**src/bcc_cfg.svh**
```systemverilog
/*
 Constants for the buck channel configuration block: register offsets,
 field ranges, reset values and timing figures.
 Assumes it is included by its bare name from every file that needs it.
*/
`ifndef BCC_CFG_SVH
`define BCC_CFG_SVH

// ----------------------------------------
// Register offsets
// ----------------------------------------
`define BCC_ADDR_VOLT 4'h0
`define BCC_ADDR_MODE 4'h1
`define BCC_ADDR_CFG 4'h2
`define BCC_ADDR_STATUS 4'h3
`define BCC_ADDR_IRQ_STAT 4'h4
`define BCC_ADDR_IRQ_MASK 4'h5

// ----------------------------------------
// Field ranges
// ----------------------------------------
`define BCC_VOLT_CODE 4:0
`define BCC_MODE_RUN 1:0
`define BCC_MODE_STBY 3:2
`define BCC_CFG_ILIM 1:0
`define BCC_CFG_PHASE 4:2
`define BCC_IRQ_BITS 1:0

// ----------------------------------------
// Reset values
// ----------------------------------------
`define BCC_VOLT_RST 5'h00
`define BCC_ILIM_RST 2'h0
`define BCC_PHASE_RST 3'h0
`define BCC_LSEL_RST 2'h0
`define BCC_IRQ_RST 2'h0
`define BCC_MASK_RST 2'h0

// ----------------------------------------
// Decode figures
// ----------------------------------------
`define BCC_VCODE_TOP 5'h1a
`define BCC_VMAX_MV 13'h1004
`define BCC_PHASE_STEP 9'h02d
`define BCC_PHASE_ZERO 3'h7

// ----------------------------------------
// Timing
// ----------------------------------------
`define BCC_CLK_MHZ 25
`define BCC_DISCH_US 200

`endif

```
**src/bcc_pkg.sv**
```systemverilog
/*
 Types shared by the buck channel configuration block.
 Assumes nothing of its surroundings.
*/
package bcc_pkg;
   // Regulator operating mode
   typedef enum logic [1:0] {
      MODE_OFF = 2'h0,
      MODE_PWM = 2'h1,
      MODE_PFM = 2'h2,
      MODE_AUTOSKIP = 2'h3
   } bcc_mode_t;

   // Output sequencer states, Gray along off-on-discharge
   typedef enum logic [1:0] {
      ST_OFF = 2'h0,
      ST_ON = 2'h1,
      ST_DISCH = 2'h3
   } bcc_state_t;
endpackage

```
**src/bcc_ctrl.sv**
```systemverilog
/*
 Buck channel configuration and control: register file, run/standby
 mode selection, discharge-and-restart on voltage change, interrupt.
 Assumes OTP defaults are stable on core_clk from reset onward, and the
 standby and system-on pins are asynchronous.
*/
// Chosen here: the plain strobed port and the register addresses.
`timescale 1ns/100ps
`include "bcc_cfg.svh"
module bcc_ctrl #(
   parameter int unsigned DISCH_CYCLES = `BCC_DISCH_US * `BCC_CLK_MHZ
) (
   input logic core_clk, // Core clock, 25 MHz
   input logic rst_b, // Async reset, active low
   input logic [3:0] regAddr, // Register address
   input logic [7:0] regWdata, // Write data
   input logic regWr, // Write strobe
   input logic regRd, // Read strobe
   output logic [7:0] regRdata, // Read data, cycle after strobe
   input logic [4:0] otpOutVoltageDefault, // OTP voltage code
   input logic [2:0] otpPhaseDefault, // OTP phase code
   input logic [1:0] otpInductorSel, // OTP inductor code
   input logic otpInPowerUpSeq, // Channel is in power-up sequence
   input logic standbyPin, // High in standby state
   input logic systemOnPin, // High in system-on states
   output logic regEnable, // Regulator enabled
   output logic dischargeEn, // Output discharge active
   output bcc_pkg::bcc_mode_t regulatorModeCode, // Active mode
   output logic [2:0] modeSelect, // {autoskip, pfm, pwm}
   output logic [12:0] setpointMv, // Set point in mV
   output logic [12:0] currentLimitMa, // Peak limit in mA
   output logic [8:0] phaseDeg, // Phase shift in degrees
   output logic [10:0] inductorNh, // Inductor in nH
   output logic inductorReserved, // Reserved inductor code
   output logic irqOutN // Interrupt, active low
);
   import bcc_pkg::*;

   localparam logic [15:0] DISCH_LAST = 16'(DISCH_CYCLES - 1);

   // ----------------------------------------
   // Pin inputs
   // ----------------------------------------
   logic [1:0] pinLevel;
   logic standbyNow, sysOn;

   bcc_sync #(
      .W(2)
   ) u_sync (
      .core_clk(core_clk),
      .rst_b(rst_b),
      .pinIn({systemOnPin, standbyPin}),
      .levelOut(pinLevel)
   );

   assign standbyNow = pinLevel[0];
   assign sysOn = pinLevel[1];

   // ----------------------------------------
   // Configuration registers
   // ----------------------------------------
   logic initDone_reg, initDone_next;
   logic [4:0] voltCode_reg, voltCode_next;
   bcc_mode_t runMode_reg, runMode_next;
   bcc_mode_t stbyMode_reg, stbyMode_next;
   logic [1:0] ilimSel_reg, ilimSel_next;
   logic [2:0] phaseSel_reg, phaseSel_next;
   logic [1:0] lsel_reg, lsel_next;
   logic [1:0] irqMask_reg, irqMask_next;
   logic hostWr;

   assign hostWr = regWr && initDone_reg;

   // OTP load on the first edge after reset, host writes afterwards
   always_comb begin
      initDone_next = 1'b1;
      voltCode_next = voltCode_reg;
      runMode_next = runMode_reg;
      stbyMode_next = stbyMode_reg;
      ilimSel_next = ilimSel_reg;
      phaseSel_next = phaseSel_reg;
      lsel_next = lsel_reg;
      irqMask_next = irqMask_reg;
      if (!initDone_reg) begin
         voltCode_next = otpOutVoltageDefault;
         runMode_next = otpInPowerUpSeq ? MODE_AUTOSKIP : MODE_OFF;
         stbyMode_next = otpInPowerUpSeq ? MODE_AUTOSKIP : MODE_OFF;
         phaseSel_next = otpPhaseDefault;
         lsel_next = otpInductorSel;
      end else if (hostWr) begin
         case (regAddr)
            `BCC_ADDR_VOLT: begin
               voltCode_next = regWdata[`BCC_VOLT_CODE];
            end
            `BCC_ADDR_MODE: begin
               runMode_next = bcc_mode_t'(regWdata[`BCC_MODE_RUN]);
               stbyMode_next = bcc_mode_t'(regWdata[`BCC_MODE_STBY]);
            end
            `BCC_ADDR_CFG: begin
               ilimSel_next = regWdata[`BCC_CFG_ILIM];
               phaseSel_next = regWdata[`BCC_CFG_PHASE];
            end
            `BCC_ADDR_IRQ_MASK: begin
               irqMask_next = regWdata[`BCC_IRQ_BITS];
            end
            default: begin
            end
         endcase
      end
   end

   // Configuration state
   always_ff @(posedge core_clk or negedge rst_b) begin
      if (!rst_b) begin
         initDone_reg <= 1'b0;
         voltCode_reg <= `BCC_VOLT_RST;
         runMode_reg <= MODE_OFF;
         stbyMode_reg <= MODE_OFF;
         ilimSel_reg <= `BCC_ILIM_RST;
         phaseSel_reg <= `BCC_PHASE_RST;
         lsel_reg <= `BCC_LSEL_RST;
         irqMask_reg <= `BCC_MASK_RST;
      end else begin
         initDone_reg <= initDone_next;
         voltCode_reg <= voltCode_next;
         runMode_reg <= runMode_next;
         stbyMode_reg <= stbyMode_next;
         ilimSel_reg <= ilimSel_next;
         phaseSel_reg <= phaseSel_next;
         lsel_reg <= lsel_next;
         irqMask_reg <= irqMask_next;
      end
   end

   // ----------------------------------------
   // Mode selection and output sequencer
   // ----------------------------------------
   bcc_state_t state_reg, state_next;
   bcc_mode_t activeMode_reg, activeMode_next;
   logic [4:0] appliedCode_reg, appliedCode_next;
   logic [15:0] dischCnt_reg, dischCnt_next;
   logic enable_reg, enable_next, disch_reg, disch_next;
   logic wantOn, codeChange, modeEvt, restartEvt;

   // Sequencer; a new code while enabled forces a discharge first
   always_comb begin
      activeMode_next = standbyNow ? stbyMode_reg : runMode_reg;
      wantOn = initDone_reg && sysOn && (activeMode_reg != MODE_OFF);
      codeChange = (voltCode_reg != appliedCode_reg);
      modeEvt = initDone_reg && (activeMode_next != activeMode_reg);
      restartEvt = 1'b0;
      state_next = state_reg;
      appliedCode_next = appliedCode_reg;
      dischCnt_next = 16'h0000;
      case (state_reg)
         ST_OFF: begin
            appliedCode_next = voltCode_reg;
            if (wantOn) begin
               state_next = ST_ON;
            end
         end
         ST_ON: begin
            if (!wantOn) begin
               state_next = ST_OFF;
            end else if (codeChange) begin
               state_next = ST_DISCH;
            end
         end
         ST_DISCH: begin
            dischCnt_next = dischCnt_reg + 16'h0001;
            if (dischCnt_reg == DISCH_LAST) begin
               dischCnt_next = 16'h0000;
               appliedCode_next = voltCode_reg;
               restartEvt = wantOn;
               state_next = wantOn ? ST_ON : ST_OFF;
            end
         end
         default: begin
            state_next = ST_OFF;
         end
      endcase
      enable_next = (state_next == ST_ON);
      disch_next = (state_next == ST_DISCH);
   end

   // Sequencer state
   always_ff @(posedge core_clk or negedge rst_b) begin
      if (!rst_b) begin
         state_reg <= ST_OFF;
         activeMode_reg <= MODE_OFF;
         appliedCode_reg <= `BCC_VOLT_RST;
         dischCnt_reg <= 16'h0000;
         enable_reg <= 1'b0;
         disch_reg <= 1'b0;
      end else begin
         state_reg <= state_next;
         activeMode_reg <= activeMode_next;
         appliedCode_reg <= appliedCode_next;
         dischCnt_reg <= dischCnt_next;
         enable_reg <= enable_next;
         disch_reg <= disch_next;
      end
   end

   assign regEnable = enable_reg;
   assign dischargeEn = disch_reg;
   assign regulatorModeCode = activeMode_reg;

   // ----------------------------------------
   // Interrupt and read port
   // ----------------------------------------
   logic [1:0] irqStat_reg, irqStat_next, irqClr;
   logic [7:0] rdata_reg, rdata_next;

   // Sticky events, write one to clear, a new event beats the clear
   always_comb begin
      irqClr = (hostWr && regAddr == `BCC_ADDR_IRQ_STAT) ? regWdata[`BCC_IRQ_BITS] : 2'h0;
      irqStat_next = (irqStat_reg & ~irqClr) | {restartEvt, modeEvt};
      rdata_next = 8'h00;
      if (regRd) begin
         case (regAddr)
            `BCC_ADDR_VOLT: rdata_next = {3'h0, voltCode_reg};
            `BCC_ADDR_MODE: rdata_next = {4'h0, stbyMode_reg, runMode_reg};
            `BCC_ADDR_CFG: rdata_next = {3'h0, phaseSel_reg, ilimSel_reg};
            `BCC_ADDR_STATUS: begin
               rdata_next = {1'b0, lsel_reg, standbyNow, disch_reg, enable_reg,
                             activeMode_reg};
            end
            `BCC_ADDR_IRQ_STAT: rdata_next = {6'h00, irqStat_reg};
            `BCC_ADDR_IRQ_MASK: rdata_next = {6'h00, irqMask_reg};
            default: rdata_next = 8'h00;
         endcase
      end
   end

   // Interrupt and read data state
   always_ff @(posedge core_clk or negedge rst_b) begin
      if (!rst_b) begin
         irqStat_reg <= `BCC_IRQ_RST;
         rdata_reg <= 8'h00;
      end else begin
         irqStat_reg <= irqStat_next;
         rdata_reg <= rdata_next;
      end
   end

   assign regRdata = rdata_reg;
   assign irqOutN = ~|(irqStat_reg & ~irqMask_reg);

   // ----------------------------------------
   // Decode of applied settings
   // ----------------------------------------
   bcc_decode u_decode (
      .core_clk(core_clk),
      .rst_b(rst_b),
      .voltCode(appliedCode_reg),
      .ilimSel(ilimSel_reg),
      .phaseSel(phaseSel_reg),
      .inductorSel(lsel_reg),
      .modeCode(activeMode_reg),
      .setpointMv(setpointMv),
      .currentLimitMa(currentLimitMa),
      .phaseDeg(phaseDeg),
      .inductorNh(inductorNh),
      .inductorReserved(inductorReserved),
      .modeSelect(modeSelect)
   );
endmodule

```
**src/bcc_sync.sv**
```systemverilog
/*
 Pin input filter: three stage flip-flops and a level register, a change is taken once the
 second and third stages agree.
 Assumes inputs are asynchronous to core_clk.
*/
`timescale 1ns/100ps
module bcc_sync #(
   parameter int W = 1
) (
   input logic core_clk, // Core clock
   input logic rst_b, // Async reset, active low
   input logic [W-1:0] pinIn, // Raw pin levels
   output logic [W-1:0] levelOut // Filtered levels
);
   logic [W-1:0] s1_reg, s2_reg, s3_reg, lvl_reg, lvl_next;

   // Keep the level unless the last two stages agree
   always_comb begin
      lvl_next = (~(s2_reg ^ s3_reg) & s3_reg) | ((s2_reg ^ s3_reg) & lvl_reg);
   end

   // Stage registers
   always_ff @(posedge core_clk or negedge rst_b) begin
      if (!rst_b) begin
         s1_reg <= '0;
         s2_reg <= '0;
         s3_reg <= '0;
         lvl_reg <= '0;
      end else begin
         s1_reg <= pinIn;
         s2_reg <= s1_reg;
         s3_reg <= s2_reg;
         lvl_reg <= lvl_next;
      end
   end

   assign levelOut = lvl_reg;
endmodule

```
**src/bcc_decode.sv**
```systemverilog
/*
 Registered decode of the applied codes into set point, current limit,
 phase shift, inductor value and one-hot mode selects.
 Assumes codes come from logic on core_clk.
*/
`timescale 1ns/100ps
`include "bcc_cfg.svh"
module bcc_decode (
   input logic core_clk, // Core clock
   input logic rst_b, // Async reset, active low
   input logic [4:0] voltCode, // Applied voltage code
   input logic [1:0] ilimSel, // Current limit select
   input logic [2:0] phaseSel, // Phase select
   input logic [1:0] inductorSel, // Inductor select
   input bcc_pkg::bcc_mode_t modeCode, // Active mode
   output logic [12:0] setpointMv, // Set point in mV
   output logic [12:0] currentLimitMa, // Peak limit in mA
   output logic [8:0] phaseDeg, // Phase shift in degrees
   output logic [10:0] inductorNh, // Inductor in nH
   output logic inductorReserved, // Reserved inductor code
   output logic [2:0] modeSelect // {autoskip, pfm, pwm}
);
   import bcc_pkg::*;

   localparam logic [12:0] VOLT_TAB [27] = '{
      13'h3e8, 13'h44c, 13'h4b0, 13'h4e2, 13'h514, 13'h546, 13'h5dc, 13'h640,
      13'h708, 13'h73a, 13'h7d0, 13'h834, 13'h866, 13'h8ca, 13'h8fc, 13'h960,
      13'h9c4, 13'haf0, 13'hc4e, 13'hc80, 13'hcb2, 13'hce4, 13'hd16, 13'hd48,
      13'hdac, 13'hed8, 13'hfa0};
   localparam logic [12:0] ILIM_TAB [4] = '{13'h834, 13'ha28, 13'hbb8, 13'h1194};
   localparam logic [10:0] IND_TAB [4] = '{11'h3e8, 11'h1d6, 11'h5dc, 11'h000};

   logic [12:0] mv_next, ma_next;
   logic [8:0] deg_next;
   logic [10:0] nh_next;
   logic rsv_next;
   logic [2:0] sel_next;

   // Table lookups
   always_comb begin
      mv_next = (voltCode > `BCC_VCODE_TOP) ? `BCC_VMAX_MV : VOLT_TAB[voltCode];
      ma_next = ILIM_TAB[ilimSel];
      deg_next = (phaseSel == `BCC_PHASE_ZERO) ? 9'h000 :
                 ({6'h00, phaseSel} + 9'h001) * `BCC_PHASE_STEP;
      nh_next = IND_TAB[inductorSel];
      rsv_next = (inductorSel == 2'h3);
      sel_next = 3'h0;
      case (modeCode)
         MODE_PWM: sel_next = 3'h1;
         MODE_PFM: sel_next = 3'h2;
         MODE_AUTOSKIP: sel_next = 3'h4;
         default: sel_next = 3'h0;
      endcase
   end

   // Output registers
   always_ff @(posedge core_clk or negedge rst_b) begin
      if (!rst_b) begin
         setpointMv <= 13'h0000;
         currentLimitMa <= 13'h0000;
         phaseDeg <= 9'h000;
         inductorNh <= 11'h000;
         inductorReserved <= 1'b0;
         modeSelect <= 3'h0;
      end else begin
         setpointMv <= mv_next;
         currentLimitMa <= ma_next;
         phaseDeg <= deg_next;
         inductorNh <= nh_next;
         inductorReserved <= rsv_next;
         modeSelect <= sel_next;
      end
   end
endmodule

```
**config.mk**
```make
export PLATFORM = sky130hd
export DESIGN_NAME = bcc_ctrl
export DESIGN_NICKNAME = d
export VERILOG_FILES = /design/src/bcc_pkg.sv /design/src/bcc_ctrl.sv /design/src/bcc_sync.sv /design/src/bcc_decode.sv
export VERILOG_INCLUDE_DIRS = /design/src
export SDC_FILE = /design/constraint.sdc
export NUM_CORES = 1
export LEC_CHECK = 0
export BUFFER_PORTS_ARGS = -buffer_cell sky130_fd_sc_hd__buf_2
export CAP_MARGIN = 0
export CORE_MARGIN = 10
export CORE_UTILIZATION = 49
export DETAILED_ROUTE_END_ITERATION = 12
export PLACE_DENSITY = 0.68
export SLEW_MARGIN = 0
export SYNTH_ARGS = -nofsm -noshare
export SYNTH_HDL_FRONTEND = slang
export SYNTH_HIERARCHICAL = 1
export SYNTH_SLANG_ARGS = --single-unit
```
**constraint.sdc**
```tcl
create_clock -name core_clk -period 4.1 [get_ports core_clk]
set_input_delay 0.41 -clock core_clk [delete_from_list [all_inputs] [get_ports core_clk]]
set_output_delay 0.41 -clock core_clk [all_outputs]
set_load 0.01 [all_outputs]
```
==> impl_metrics.py <==
metrics = {
    "setup_path": {
        "endpoint_kind": "flop",
        "cp-start-kind": "flop",
        "crit_type": "reg -> reg",
        "worstRegToRegCells": 10,
        "cp_max_fo": 7,
        "cp_data_arrival_time_ps": 3340,
        "cp.required_ps": 4390,
    },
    "final_layout": {
        "fill_cells": 923,
        "layout.nets": 612,
        "drive_gt1_share_pct": 21.4,
        "antennaDiodeCount": 0,
        "area_growth_pct": 11.8,
        "largest_reg_flops": 16,
    },
    "global_routing": {
        "grt_max_degree": 79,
        "grt_usage_pct": 14.7,
        "grt_pass1_vias": 3627,
        "antenna_found_initial": 0,
        "overflow": 0,
        "grt_first_pass_wirelength_mm": 17.9,
    },
    "pwr": {
        "powerDensity_mw_per_mm2": 500,
        "finalPower_mw": 2.89,
        "cellLeakagePower_nw": 2.75,
        "ir_worst_vdd_mv": 0.246,
    },
    "clock_tree": {
        "cts_tree": "done",
        "clkTransAtPathRegs_ps": 90,
        "cts_resized": 0,
        "clock_latency_ps": 360,
        "cts-root-buf": "clkbuf_8",
        "cts.sinks": 100,
        "post-cts-setup-buffer-count": 0,
        "ctsHoldBuffers": 0,
        "cts_buffers": 9,
        "cts_buffer_depth": 2,
        "cts-htree-levels": 3,
    },
    "job": {
        "maxCapViolations": 0,
    },
    "sta": {
        "slew_headroom_pct": 27.4,
        "fin_crit_sh_pct": 74.4,
        "max_freq_mhz": 328,
        "hold_viol_final": 0,
        "skew_ps": 9.91,
        "finalSetupViolations": 0,
        "slew_violations": 0,
        "fin_tns_setup_ps": 0,
        "worstMarginPinSlew_ps": 1090,
        "finalCriticalPeriod_ps": 3050,
        "rsz0062_at_grt": "no",
    },
    "die": {
        "coreArea_mm2": 0.0103,
        "ioPinCount": 92,
        "start_util_pct": 50.1,
        "rows": 37,
        "die_w_um": 123,
        "dieArea_mm2": 0.0151,
        "die_h_um": 123,
    },
    "synth": {
        "syn_area_per_cell_um2": 10.5,
        "async_flop_share_pct": 100,
        "synth.top_cell.area_share_pct": 48.4,
        "ys_top_cells_by_area": "dfrtp_1 (48%), ha_1 (7.0%), mux2i_1 (3.7%), nor2_1 (3.4%), xnor2_1 (3.4%)",
        "synthFlopType": "dfrtp_1",
        "synthCells": 493,
        "synth_edf_count": 0,
        "synth_top_area_cell": "dfrtp_1",
        "syn_area_mm2": 0.00517,
        "yosys_warnings": 6,
        "synthDistinctLibCells": 62,
        "ys_seq_area_share_pct": 48.4,
        "ys_seq_elements": 100,
    },
    "route": {
        "vias": 3674,
        "drt_pass1_iterations": 4,
        "first_iter_violations": 226,
        "ant_nets": 0,
        "avgRoutedWirePerCell_um": 15.2,
        "wl_mm": 10.5,
        "drc": 0,
        "avgViaCountPerCell": 5.32,
    },
    "status": {
        "outcome": "finished, final reports clean",
    },
    "placed_design": {
        "routabilityCongestion": 0.846,
        "dp_hpwl_mm": 7.78,
        "port_buffers": 81,
    },
    "worst_hold_path": {
        "worstHoldPathType": "in -> reg",
        "worstHoldPathCells": 1,
    },
}
==> per-stage QoR <==
stage                     instance area [µm²]  utilization (%)  hold slack, ps  std cells  worst slack [ps]
after floorplan                          5190                -             114        498              1260
after CTS                                5780             56.0             125        691              1040
after detailed placement                 5550             53.7             335        677              1070
after global routing                     5780             56.0             123        691               847
final                                    5780             56.0             145        691              1050
after global placement                   5550             53.7             334        677              1110
==> layout by cell type (no fill, tap or decap), drive strengths merged, types with 4 or more instances in the layout <==
cell and instances:
xnor2 20, nand2 27, clkbuf 10, mux4 4
o21ai 13, and2 4, and3 5, nor4 7
dfrtp 100, a21oi 24, xor2 7, nand3 20
buf 82, nor2b 13, a211oi 5, mux2i 19
inv 27, nor3 10, or4 4, nor2 47
nand2b 4, conb 8, mux2 10, o211ai 8
ha 29
==> routing by layer <==
| layer | global-route usage (%) | wire (µm) | up-vias |
|---|---|---|---|
| met3 | 4.64 | 795 | 13 |
| li1 | - | - | 1799 |
| met5 | 0 | 0 | - |
| met1 | 19.0 | 4620 | 1770 |
| met4 | 5.01 | 155 | 0 |
| met2 | 22.7 | 4940 | 92 |
==> cell usage after synthesis, types with 5 or more instances <==
cell type / count
nor4_1: 7
buf_4: 16
o21ai_0: 12
nand2_1: 26
clkbuf_1: 13
nor3_1: 9
mux2_2: 10
xnor2_1: 20
xor2_1: 7
mux2i_1: 19
nor2_1: 47
and3_1: 5
ha_1: 29
o211ai_1: 8
a21oi_1: 24
nand3_1: 19
nor2b_1: 13
buf_2: 6
dfrtp_1: 100
a211oi_1: 5
inv_1: 26
==> critical path, stage by stage, from the launching register on <==
cell	delay, ps
dfrtp_1	490
ha_1	270
ha_1	330
inv_1	70
xnor2_1	140
fa_1	520
inv_1	40
ha_1	330
and4_4	190
or4_1	460
a21oi_1	130
==> cell families (layout without fill, tap and decap cells) <==
group | Yosys count | count (layout) | share of synthesized area, %
AND/OR/NAND/NOR | 156 | 156 | 15.3
flip-flops | 100 | 100 | 48.4
AO/OA/AOI/OAI | 74 | 74 | 9.20
buffers and inverters | 67 | 124 | 6.46
adder cells (fa/ha/maj) | 33 | 33 | 8.23
multiplexers | 33 | 33 | 7.60
XOR/XNOR | 27 | 27 | 4.57
other | 3 | 8 | 0.218
==> report_power, final <==
group	switching, mW	internal, mW	total, mW
Clock	0.321	0.416	0.738
Sequential	0.160	1.15	1.31
Combinational	0.461	0.384	0.845
==> final timing paths <==
| check | from | to | slack, ps |
|---|---|---|---|
| max reg2reg | phaseSel_reg[0] | u_decode/phaseDeg[8] | 1050 |
| max | phaseSel_reg[0] | u_decode/phaseDeg[8] | 1050 |
| min | systemOnPin | u_sync/s1_reg[1] | 150 |
| min reg2reg | u_sync/s1_reg[1] | u_sync/s2_reg[1] | 350 |
| max in group asynchronous | rst_b | regEnable | 3060 |
| min in group asynchronous | rst_b | u_decode/inductorNh[10] | 190 |
==> cell type report <==
class / instances / area, µm² / area share, %
Clock inverter: 4 / 98.8 / 1.71
Timing Repair Buffer: 82 / 415 / 7.18
Tap cell: 136 / 170 / 2.94
Sequential cell: 100 / 2500 / 43.3
Inverter: 28 / 105 / 1.82
Clock buffer: 10 / 138 / 2.38
Multi-Input combinational cell: 331 / 2350 / 40.7
Note: power is estimated with default switching activity, not from simulation.
